### src/design/nva_pkg.sv
// constants, field layout and types of the non-volatile data memory access block
// assumes a cpu core that owns the special register bus and the interrupt controller
package nva_pkg;
   localparam int          NV_DEPTH        = 128;
   localparam int          NV_AW           = 7;
   // sector 0 offsets of the direct registers
   localparam logic [7:0]  OFS_IND_ONE     = 8'h02;
   localparam logic [7:0]  OFS_PTR_LO      = 8'h03;
   localparam logic [7:0]  OFS_PTR_HI      = 8'h04;
   localparam logic [7:0]  OFS_LOCATION    = 8'h2C;
   localparam logic [7:0]  OFS_BYTE        = 8'h2D;
   // sector 1 location of the control register
   localparam logic [7:0]  OFS_CONTROL     = 8'h40;
   localparam logic [7:0]  SECTOR0         = 8'h00;
   localparam logic [7:0]  SECTOR1         = 8'h01;
   // control bit positions
   localparam int          BIT_PROG_PERMIT = 3;
   localparam int          BIT_PROG_TRIG   = 2;
   localparam int          BIT_FETCH_PERM  = 1;
   localparam int          BIT_FETCH_TRIG  = 0;
   // reset values
   localparam logic [7:0]  RST_LOCATION    = 8'h00;
   localparam logic [7:0]  RST_BYTE        = 8'h00;
   localparam logic [7:0]  RST_POINTER     = 8'h00;
   // timing at the 10 MHz reference clock
   localparam int          CLK_PERIOD_NS   = 100;
   localparam int          READ_TIME_NS    = 200;
   localparam int          WRITE_TIME_US   = 2000;
   localparam int          READ_CYCLES     = (READ_TIME_NS + CLK_PERIOD_NS - 1) / CLK_PERIOD_NS;
   localparam int          WRITE_CYCLES    = (WRITE_TIME_US * 1000 + CLK_PERIOD_NS - 1) / CLK_PERIOD_NS;
   localparam int          CNT_W           = 16;

   typedef enum logic [1:0] {
      NVA_IDLE  = 2'b00,
      NVA_READ  = 2'b01,
      NVA_WRITE = 2'b10
   } nva_state_e;
endpackage

### src/design/nva_mem_if.sv
// carrier between the register front end and the storage core
// assumes both ends sit on the same reference clock
`timescale 1ns/100ps
interface nva_mem_if;
   logic       start_rd;
   logic       start_wr;
   logic [6:0] addr;
   logic [7:0] wdata;
   logic       done_rd;
   logic       done_wr;
   logic [7:0] rdata;
   modport ctrl  (output start_rd, output start_wr, output addr, output wdata,
                  input done_rd, input done_wr, input rdata);
   modport store (input start_rd, input start_wr, input addr, input wdata,
                  output done_rd, output done_wr, output rdata);
endinterface

### src/design/nva_core.sv
// storage array with its read and write cycle timer
// assumes a start pulse arrives only while the core is idle
`timescale 1ns/100ps
module nva_core
   import nva_pkg::*;
#(
   parameter int WRITE_CYC = WRITE_CYCLES
) (
   input  wire logic   ref_clk,
   input  wire logic   nrst,
   nva_mem_if.store    bus
);
   // array carries no reset: its content must survive a reset
   logic [7:0]         mem [NV_DEPTH];
   nva_state_e         state;
   nva_state_e         next_state;
   logic [CNT_W-1:0]   cnt;
   logic [CNT_W-1:0]   next_cnt;
   logic [NV_AW-1:0]   addr_l;
   logic [7:0]         data_l;
   wire                at_end = (cnt == '0);

   assign bus.done_rd = (state == NVA_READ) && at_end;
   assign bus.done_wr = (state == NVA_WRITE) && at_end;
   assign bus.rdata   = mem[addr_l];

   always_comb begin
      next_state = state;
      next_cnt   = at_end ? cnt : cnt - 1'b1;
      unique case (state)
         NVA_IDLE: begin
            if (bus.start_wr) begin
               next_state = NVA_WRITE;
               next_cnt   = CNT_W'(WRITE_CYC - 1);
            end else if (bus.start_rd) begin
               next_state = NVA_READ;
               next_cnt   = CNT_W'(READ_CYCLES - 1);
            end
         end
         NVA_READ:  if (at_end) next_state = NVA_IDLE;
         NVA_WRITE: if (at_end) next_state = NVA_IDLE;
         default:   next_state = NVA_IDLE;
      endcase
   end

   always_ff @(posedge ref_clk) begin
      if (!nrst) begin
         state <= NVA_IDLE;
         cnt   <= '0;
      end else begin
         state <= next_state;
         cnt   <= next_cnt;
      end
   end

   always_ff @(posedge ref_clk) begin
      if (!nrst) begin
         addr_l <= '0;
         data_l <= '0;
      end else if (state == NVA_IDLE && (bus.start_wr || bus.start_rd)) begin
         addr_l <= bus.addr;
         data_l <= bus.wdata;
      end
   end

   always_ff @(posedge ref_clk) begin
      if (bus.done_wr) begin
         mem[addr_l] <= data_l;
      end
   end
endmodule

### src/design/nva_top.sv
// register front end of the non-volatile data memory: direct and indirect decode,
// control bits, completion flags and interrupt gating
// assumes one register access per cycle, issued by the cpu core synchronous to ref_clk
`timescale 1ns/100ps
module nva_top
   import nva_pkg::*;
#(
   parameter int WRITE_CYC = WRITE_CYCLES
) (
   input  wire logic       ref_clk,
   input  wire logic       nrst,
   input  wire logic [7:0] sfr_addr,
   input  wire logic       sfr_wr,
   input  wire logic       sfr_rd,
   input  wire logic [7:0] sfr_wdata,
   output logic      [7:0] sfr_rdata,
   output logic            sfr_rvalid,
   input  wire logic       global_irq_enable,
   input  wire logic       nv_done_irq_enable,
   input  wire logic       mf_irq_enable,
   input  wire logic       stack_full,
   input  wire logic       irq_serviced,
   input  wire logic       nv_done_clear,
   output logic            nv_done_request,
   output logic            mf_request,
   output logic            irq_vector
);
   logic [7:0]  nv_location;
   logic [7:0]  nv_byte;
   logic [7:0]  pointer_one_low;
   logic [7:0]  pointer_one_high;
   logic        program_permit;
   logic        program_trigger;
   logic        fetch_permit;
   logic        fetch_trigger;

   nva_mem_if   mem_bus ();

   nva_core #(
      .WRITE_CYC (WRITE_CYC)
   ) u_core (
      .ref_clk   (ref_clk),
      .nrst      (nrst),
      .bus       (mem_bus.store)
   );

   // the indirect port reaches whatever the pointer pair names
   wire         via_ptr   = (sfr_addr == OFS_IND_ONE);
   wire [7:0]   eff_hi    = via_ptr ? pointer_one_high : SECTOR0;
   wire [7:0]   eff_lo    = via_ptr ? pointer_one_low : sfr_addr;
   wire         in_s0     = (eff_hi == SECTOR0);
   wire         hit_loc   = in_s0 && (eff_lo == OFS_LOCATION);
   wire         hit_byte  = in_s0 && (eff_lo == OFS_BYTE);
   wire         hit_plo   = in_s0 && (eff_lo == OFS_PTR_LO);
   wire         hit_phi   = in_s0 && (eff_lo == OFS_PTR_HI);
   // control only at 40H of sector 1
   wire         hit_ctrl  = (eff_hi == SECTOR1) && (eff_lo == OFS_CONTROL);

   wire         wr_loc    = sfr_wr && hit_loc;
   wire         wr_byte   = sfr_wr && hit_byte;
   wire         wr_plo    = sfr_wr && hit_plo;
   wire         wr_phi    = sfr_wr && hit_phi;
   wire         wr_ctrl   = sfr_wr && hit_ctrl;

   wire         busy      = program_trigger || fetch_trigger;
   wire         start_wr  = wr_ctrl && sfr_wdata[BIT_PROG_TRIG] && program_permit && !busy;
   wire         start_rd  = wr_ctrl && sfr_wdata[BIT_FETCH_TRIG] && fetch_permit && !busy && !start_wr;

   assign mem_bus.start_rd = start_rd;
   assign mem_bus.start_wr = start_wr;
   assign mem_bus.addr     = nv_location[NV_AW-1:0];
   assign mem_bus.wdata    = nv_byte;

   wire         rd_done   = mem_bus.done_rd;
   wire         wr_done   = mem_bus.done_wr;

   wire [7:0]   ctrl_view = {4'h0, program_permit, program_trigger, fetch_permit, fetch_trigger};
   wire [7:0]   rd_mux    = hit_loc  ? {1'b0, nv_location[6:0]} :
                            hit_byte ? nv_byte :
                            hit_plo  ? pointer_one_low :
                            hit_phi  ? pointer_one_high :
                            hit_ctrl ? ctrl_view : 8'h00;

   wire         next_vec  = mf_request && global_irq_enable && nv_done_irq_enable && mf_irq_enable && !stack_full;

   always_ff @(posedge ref_clk) begin
      if (!nrst) begin
         nv_location <= RST_LOCATION;
      end else if (wr_loc) begin
         nv_location <= {1'b0, sfr_wdata[6:0]};
      end
   end

   // byte only from software or read end
   always_ff @(posedge ref_clk) begin
      if (!nrst) begin
         nv_byte <= RST_BYTE;
      end else if (rd_done) begin
         nv_byte <= mem_bus.rdata;
      end else if (wr_byte) begin
         nv_byte <= sfr_wdata;
      end
   end

   always_ff @(posedge ref_clk) begin
      if (!nrst) begin
         pointer_one_low  <= RST_POINTER;
         pointer_one_high <= RST_POINTER;
      end else begin
         if (wr_plo) pointer_one_low <= sfr_wdata;
         if (wr_phi) pointer_one_high <= sfr_wdata;
      end
   end

   always_ff @(posedge ref_clk) begin
      if (!nrst) begin
         program_permit <= 1'b0;
         fetch_permit   <= 1'b0;
      end else if (wr_ctrl) begin
         program_permit <= sfr_wdata[BIT_PROG_PERMIT];
         fetch_permit   <= sfr_wdata[BIT_FETCH_PERM];
      end
   end

   always_ff @(posedge ref_clk) begin
      if (!nrst) begin
         program_trigger <= 1'b0;
         fetch_trigger   <= 1'b0;
      end else begin
         if (start_wr) program_trigger <= 1'b1;
         else if (wr_done) program_trigger <= 1'b0;
         if (start_rd) fetch_trigger <= 1'b1;
         else if (rd_done) fetch_trigger <= 1'b0;
      end
   end

   always_ff @(posedge ref_clk) begin
      if (!nrst) begin
         nv_done_request <= 1'b0;
         mf_request      <= 1'b0;
         irq_vector      <= 1'b0;
      end else begin
         nv_done_request <= wr_done || (nv_done_request && !nv_done_clear);
         mf_request      <= wr_done || (mf_request && !irq_serviced);
         irq_vector      <= next_vec;
      end
   end

   // read answer one cycle after the request, zero when unmapped
   always_ff @(posedge ref_clk) begin
      if (!nrst) begin
         sfr_rdata  <= 8'h00;
         sfr_rvalid <= 1'b0;
      end else begin
         sfr_rdata  <= sfr_rd ? rd_mux : 8'h00;
         sfr_rvalid <= sfr_rd;
      end
   end

   // helper logic that only the checks below read
   logic [31:0] hold_cnt;
   logic        last_rd_loc;
   logic        last_rd_ctrl;
   always_ff @(posedge ref_clk) begin
      if (!nrst) begin
         hold_cnt     <= '0;
         last_rd_loc  <= 1'b0;
         last_rd_ctrl <= 1'b0;
      end else begin
         hold_cnt     <= program_trigger ? hold_cnt + 1 : '0;
         last_rd_loc  <= sfr_rd && hit_loc;
         last_rd_ctrl <= sfr_rd && hit_ctrl;
      end
   end

   a_prog_needs_permit: assert property (@(posedge ref_clk) disable iff (!nrst)
      $rose(program_trigger) |-> $past(program_permit))
      else $error("write cycle started without prior permit");

   a_fetch_needs_permit: assert property (@(posedge ref_clk) disable iff (!nrst)
      $rose(fetch_trigger) |-> $past(fetch_permit))
      else $error("read cycle started without prior permit");

   a_no_permit_no_write: assert property (@(posedge ref_clk) disable iff (!nrst)
      (!program_permit && !program_trigger) |=> !program_trigger)
      else $error("write began while permit was clear");

   a_write_length: assert property (@(posedge ref_clk) disable iff (!nrst)
      $fell(program_trigger) |-> (hold_cnt == WRITE_CYC))
      else $error("write cycle length differs from timer value");

   a_done_flags_set: assert property (@(posedge ref_clk) disable iff (!nrst)
      $fell(program_trigger) |-> (nv_done_request && mf_request))
      else $error("write end did not raise both request flags");

   a_service_clear: assert property (@(posedge ref_clk) disable iff (!nrst)
      (irq_serviced && !wr_done && !nv_done_clear && nv_done_request) |=> (!mf_request && nv_done_request))
      else $error("service must clear only the multi-function flag");

   a_vector_gate: assert property (@(posedge ref_clk) disable iff (!nrst)
      irq_vector |-> $past(global_irq_enable && nv_done_irq_enable && mf_irq_enable && !stack_full))
      else $error("vector raised while an enable was off or stack full");

   a_byte_held: assert property (@(posedge ref_clk) disable iff (!nrst)
      (!$past(rd_done) && !$past(wr_byte)) |-> $stable(nv_byte))
      else $error("data byte changed without an operation");

   a_read_result: assert property (@(posedge ref_clk) disable iff (!nrst)
      $fell(fetch_trigger) |-> (nv_byte == $past(mem_bus.rdata)))
      else $error("read end did not deliver the stored byte");

   a_location_top: assert property (@(posedge ref_clk) disable iff (!nrst)
      last_rd_loc |-> (sfr_rvalid && !sfr_rdata[7]))
      else $error("location top bit read back as one");

   a_ctrl_upper: assert property (@(posedge ref_clk) disable iff (!nrst)
      last_rd_ctrl |-> (sfr_rdata[7:4] == 4'h0))
      else $error("upper control bits read back nonzero");

   a_reset_guard: assert property (@(posedge ref_clk)
      !nrst |=> (!program_permit && pointer_one_high == 8'h00))
      else $error("reset left permit or pointer high set");

   a_no_permit_no_read: assert property (@(posedge ref_clk) disable iff (!nrst)
      (!fetch_permit && !fetch_trigger) |=> !fetch_trigger)
      else $error("read began while permit was clear");

   a_read_length: assert property (@(posedge ref_clk) disable iff (!nrst)
      $rose(fetch_trigger) |=> fetch_trigger ##1 !fetch_trigger)
      else $error("read cycle length differs from two cycles");

   a_write_end_timed: assert property (@(posedge ref_clk) disable iff (!nrst)
      $fell(program_trigger) |-> $past(wr_done))
      else $error("write trigger cleared before the timer ran out");

   a_read_end_timed: assert property (@(posedge ref_clk) disable iff (!nrst)
      $fell(fetch_trigger) |-> $past(rd_done))
      else $error("read trigger cleared before the byte was delivered");

   a_one_cycle_kind: assert property (@(posedge ref_clk) disable iff (!nrst)
      !(program_trigger && fetch_trigger))
      else $error("read and write cycles running together");

   // the next four checks reach into the storage core for its latches and array
   a_latch_write: assert property (@(posedge ref_clk) disable iff (!nrst)
      $rose(program_trigger) |->
         (u_core.addr_l == $past(nv_location[NV_AW-1:0]) && u_core.data_l == $past(nv_byte)))
      else $error("write cycle did not latch location and byte");

   a_latch_read: assert property (@(posedge ref_clk) disable iff (!nrst)
      $rose(fetch_trigger) |-> (u_core.addr_l == $past(nv_location[NV_AW-1:0])))
      else $error("read cycle did not latch the location");

   a_latch_held: assert property (@(posedge ref_clk) disable iff (!nrst)
      (busy && $past(busy)) |-> ($stable(u_core.addr_l) && $stable(u_core.data_l)))
      else $error("latched location or byte moved during a cycle");

   a_store_written: assert property (@(posedge ref_clk) disable iff (!nrst)
      $fell(program_trigger) |-> (u_core.mem[u_core.addr_l] == u_core.data_l))
      else $error("write end left the stored byte unchanged");

   a_answer_timing: assert property (@(posedge ref_clk) disable iff (!nrst)
      sfr_rvalid == ($past(sfr_rd) && $past(nrst)))
      else $error("read answer not exactly one cycle after the request");

   a_answer_quiet: assert property (@(posedge ref_clk) disable iff (!nrst)
      !sfr_rvalid |-> (sfr_rdata == 8'h00))
      else $error("read data not zero outside an answer");

   a_ctrl_reach: assert property (@(posedge ref_clk) disable iff (!nrst)
      ($changed(program_permit) || $changed(fetch_permit)) |->
         $past(sfr_wr && via_ptr && pointer_one_high == SECTOR1 && pointer_one_low == OFS_CONTROL))
      else $error("control bits changed without an access at 40H of sector 1");

   a_location_reach: assert property (@(posedge ref_clk) disable iff (!nrst)
      $changed(nv_location) |-> $past(sfr_wr && (sfr_addr == OFS_LOCATION ||
         (via_ptr && pointer_one_high == SECTOR0 && pointer_one_low == OFS_LOCATION))))
      else $error("location changed without a sector 0 write");

   a_byte_reach: assert property (@(posedge ref_clk) disable iff (!nrst)
      $changed(nv_byte) |-> $past(rd_done || (sfr_wr && (sfr_addr == OFS_BYTE ||
         (via_ptr && pointer_one_high == SECTOR0 && pointer_one_low == OFS_BYTE)))))
      else $error("data byte changed without a read end or sector 0 write");

   a_vector_raised: assert property (@(posedge ref_clk) disable iff (!nrst)
      (mf_request && global_irq_enable && nv_done_irq_enable && mf_irq_enable && !stack_full) |=> irq_vector)
      else $error("vector missing although every enable was set");

   a_done_sticky: assert property (@(posedge ref_clk) disable iff (!nrst)
      (nv_done_request && !nv_done_clear) |=> nv_done_request)
      else $error("write-done flag dropped without a software clear");

   a_mf_sticky: assert property (@(posedge ref_clk) disable iff (!nrst)
      (mf_request && !irq_serviced) |=> mf_request)
      else $error("multi-function flag dropped without service");

   a_flags_from_write: assert property (@(posedge ref_clk) disable iff (!nrst)
      ($rose(nv_done_request) || $rose(mf_request)) |-> $past(wr_done))
      else $error("request flag rose without a write end");
endmodule

### config.mk
export PLATFORM = sky130hd
export DESIGN_NAME = nva_top
export DESIGN_NICKNAME = d
export VERILOG_FILES = /design/src/design/nva_pkg.sv /design/src/design/nva_mem_if.sv /design/src/design/nva_core.sv /design/src/design/nva_top.sv
export SDC_FILE = /design/constraint.sdc
export NUM_CORES = 1
export LEC_CHECK = 0
export BUFFER_PORTS_ARGS = -buffer_cell sky130_fd_sc_hd__buf_2
export CAP_MARGIN = 20
export CORE_UTILIZATION = 42
export DETAILED_ROUTE_END_ITERATION = 7
export GPL_TIMING_DRIVEN = 0
export PLACE_DENSITY = 0.69
export SYNTH_ARGS = -nofsm -noshare
export SYNTH_HDL_FRONTEND = slang
export SYNTH_HIERARCHICAL = 1
export SYNTH_SLANG_ARGS = --single-unit
### constraint.sdc
create_clock -name ref_clk -period 6.3 [get_ports ref_clk]
set_clock_uncertainty 0.1 [all_clocks]
set_input_delay 0.63 -clock ref_clk [delete_from_list [all_inputs] [get_ports ref_clk]]
set_output_delay 0.63 -clock ref_clk [all_outputs]
set_load 0.01 [all_outputs]
==> summary.md <==
| Metric | Value |
|---|---|
| Status | `finished, final reports clean` |
| Placed Instance Area | `45500 um2` |
| Num Clock Sinks | `approximately 1100` |
| HPWL after DPL | `between 60000 and 70000 um` |
| Top cell type's share of synthesized area | `between 70 and 80%` |
| Starting Density | `42.5%` |
| Crit Path Max Fanout | `10` |
| Synthesis-stage register bit count | `1111` |
| DIE WIDTH | `323 um` |
| Drt pass-1 iters | `5` |
| Syn Nets | `2075` |
| Initial DRC count | `2430` |
| Req. time, crit path | `6.50 ns` |
| Skew-Pair Late Insertion Delay | `0.69 ns` |
| Cell Chain, Critical Path | `inv_1 -> ha_1 -> or4b_2 -> nor4_1 -> clkbuf_1 -> nand3_1 -> clkbuf_1 -> nor2_1` |
| PortBufs | `36` |
| Final setup TNS | `0 ns` |
| Largest net degree at the start of global routing | `89` |
| Cell area after layout | `49100 um2` |
| Total CTS buffers | `between 100 and 150` |
| Pleak | `0.0119 uW` |
| Routability cong. | `0.879` |
| Ys flop type | `edfxtp_1` |
| GRT Overall Usage | `around a fifth` |
| Crit Path Class | `flop to flop` |
| Final hold vios | `0` |
| Hold WC Path Type | `input pin to flop` |
| Mapped Area | `approximately 43000 um2` |
| Max_slew headroom | `21.9%` |
| Core area | `roughly 100000 um2` |
| Startpoint Class | `flop` |
| Initial antenna violation count | `1` |
| First-pass GRT wire length | `148000 um` |
| Ys Warns | `6` |
| Max Fclk | `195 MHz` |
| Max Cap Violations | `0` |
| Cell mode on critical path | `clkbuf_1` |
| Clock Tree Buf Depth | `3` |
| Area leader, netlist | `edfxtp_1` |
| Post-synth EDFFs | `1024` |
| Ant. Diodes | `0` |
| DRC | `0` |
| Pwr dens | `roughly 300 nW/um2` |
| Setup slack after layout | `1.18 ns` |
| Via Count | `21400` |
| Fill cells | `8123` |
| CTS tree | `done` |
| Vias in the first global route | `21800` |
| Slowest stage delay, CP | `0.85 ns` |
| Min Hold Slack | `0.105 ns` |
| CP max stage cell | `nor2_1` |
| Fin crit share | `81.3%` |
| Gate Count Post-Synth | `2044` |
| R2r setup slk | `1.18 ns` |
| Vias per cell | `5.87` |
| Final Routed Wirelength | `approximately 100000 um` |
| Die height | `between 300 and 400 um` |
| RSZ-0062 raised after global routing | `false` |
| Sequential share of the synthesized area | `roughly 75%` |
| Site Rows | `117` |
| Layout cell share with drive strength beyond 1 | `26.6%` |
| Crit. End Element | `flop` |
| Synth cell types | `64` |
| Post-synthesis async set-or-reset flop share | `0%` |
| Global route overflow | `0` |
| Routed wire per std cell | `27.8 um` |
| Core Util, Final | `48.1%` |
| Worst-margin pin slew | `around 1.2 ns` |
| DIE AREA | `105000 um2` |
| Final nets | `2231` |
| Fin crit period | `5.12 ns` |
| Pins Over Slew Limit | `0` |
| Top post-synthesis cells by area | `edfxtp_1 (71%), mux4_2 (17%), dfxtp_1 (4.0%)` |
| Root Buffer Master | `clkbuf_16` |
| Clock slew at reported path FFs | `0.06 ns` |
| Worst path arrival time | `5.32 ns` |
| H-tree depth | `3` |
| Final Setup Violations | `0` |
| DP Worst Slack | `1.34 ns` |
| # IOs | `38` |
| Worst IR Drop VDD | `0.000243 V` |
| Layout area overhead | `13.2%` |
| Avg Cell Area, Syn | `21.2 um2` |
| Final ANT Viol Nets | `0` |
## what timing repair did
action | in CTS | in global routing
setup buffers | 0 | 0
hold buffers | 1 | 0
gates resized for setup | 0 | 0
endpoints found under the hold margin | 1 | 0
## logic make-up after synthesis
family	Yosys count	synth area share [%]
fa+ha+maj	5	0.144
xor+xnor	12	0.242
flops	1111	74.9
compound gates	98	1.59
buf+inv	110	1.13
simple gates	335	3.63
mux	373	18.3
## metal layers
layer  vias up  part of all wire, %  GRT usage, %
li1       8815                    -             -
met1     11500                   39          26.3
met2       989                   49          32.3
met3       176                  8.9          4.73
met4         0                  2.7          5.43
met5         -                    0             0
## path summary, 6_finish.rpt
path,from,endpoint,cells after the start
max,u_core/cnt[0]$_SDFF_PN0_,u_core/mem[41][7]$_DFFE_PP_,8
min,global_irq_enable,irq_vector$_SDFF_PN0_,3
max reg2reg,u_core/cnt[0]$_SDFF_PN0_,u_core/mem[41][7]$_DFFE_PP_,8
min reg2reg,mf_request$_SDFF_PN0_,irq_vector$_SDFF_PN0_,2
## per-stage QoR
step                total power, uW  std cells
floorplan                      8440       2044
global placement               8520       3448
detailed placement             8530       3458
CTS                           14900       3656
global route                  15200       3657
finish                        14800       3657
## layout by cell type (no fill, tap or decap), types with 8 or more instances in the layout
cell	n
clkbuf_1	73
a21oi_1	15
clkinv_1	13
mux2_2	8
nor4_1	10
nor2b_1	25
buf_2	60
buf_16	8
nor2_1	155
bufinv_16	12
o21ai_0	22
xor2_1	8
nand2_1	73
mux4_2	336
mux2i_1	29
clkinv_2	23
a21boi_0	24
inv_1	11
dfxtp_1	79
nand3_1	25
edfxtp_1	1024
nor3_1	9
dfxtp_4	8
buf_1	18
clkbuf_16	108
## registers in the layout, indices dropped and copies added (netlist names), 2 cells and up, named ones only
register and cells:
u_core/state 2, u_core/addr_l 7, u_core/data_l 8, pointer_one_low 8, pointer_one_high 8, u_core/mem 1024, mem_bus.wdata 8, u_core/cnt 16
nv_location 7, sfr_rdata 8
## power breakdown
group / internal, uW / total (uW) / switching (uW)
logic: 146 / 376 / 230
registers: 7970 / 8010 / 41.5
clock network: 3690 / 6410 / 2710
## layout make-up
cell class / count / area, um2 / area share [%]
buffer: 99 / 450 / 0.918
clock buffer: 139 / 2850 / 5.80
clock inverter: 58 / 678 / 1.38
inverter: 11 / 41.3 / 0.0841
multi-input combinational: 823 / 10400 / 21.1
sequential: 1111 / 32500 / 66.3
tap: 1368 / 1710 / 3.49
timing repair buffer: 48 / 455 / 0.928
## cell usage after synthesis (2+ instances only)
library cell	instances
mux4_2	336
buf_1	18
nor4_1	10
o211ai_1	2
or3_1	2
mux2i_1	29
nand3_1	25
nor2_1	155
nand2_1	73
edfxtp_1	1024
a41oi_1	2
inv_1	11
o21a_1	4
ha_1	5
a21boi_0	24
o32ai_1	4
xnor2_1	4
a221oi_1	3
clkbuf_1	48
a31o_2	2
xor2_1	8
nor3_1	9
dfxtp_1	87
nor3b_1	5
nand4_1	5
nor2b_1	25
a21oi_1	15
a31oi_1	2
buf_2	24
and2_1	4
mux2_2	8
a22oi_1	5
a211oi_1	2
buf_6	4
nand3_2	4
o21ai_0	22
or4_1	3
buf_4	5
## worst max-delay path, delay by kind of cell (launching register included)
family | cells | cell delay [ns]
simple gates | 4 | 2.86
buf+inv | 3 | 1.29
fa+ha+maj | 1 | 0.17
flops | 1 | 0.31
No activity file was read; power rests on OpenSTA's default activity.
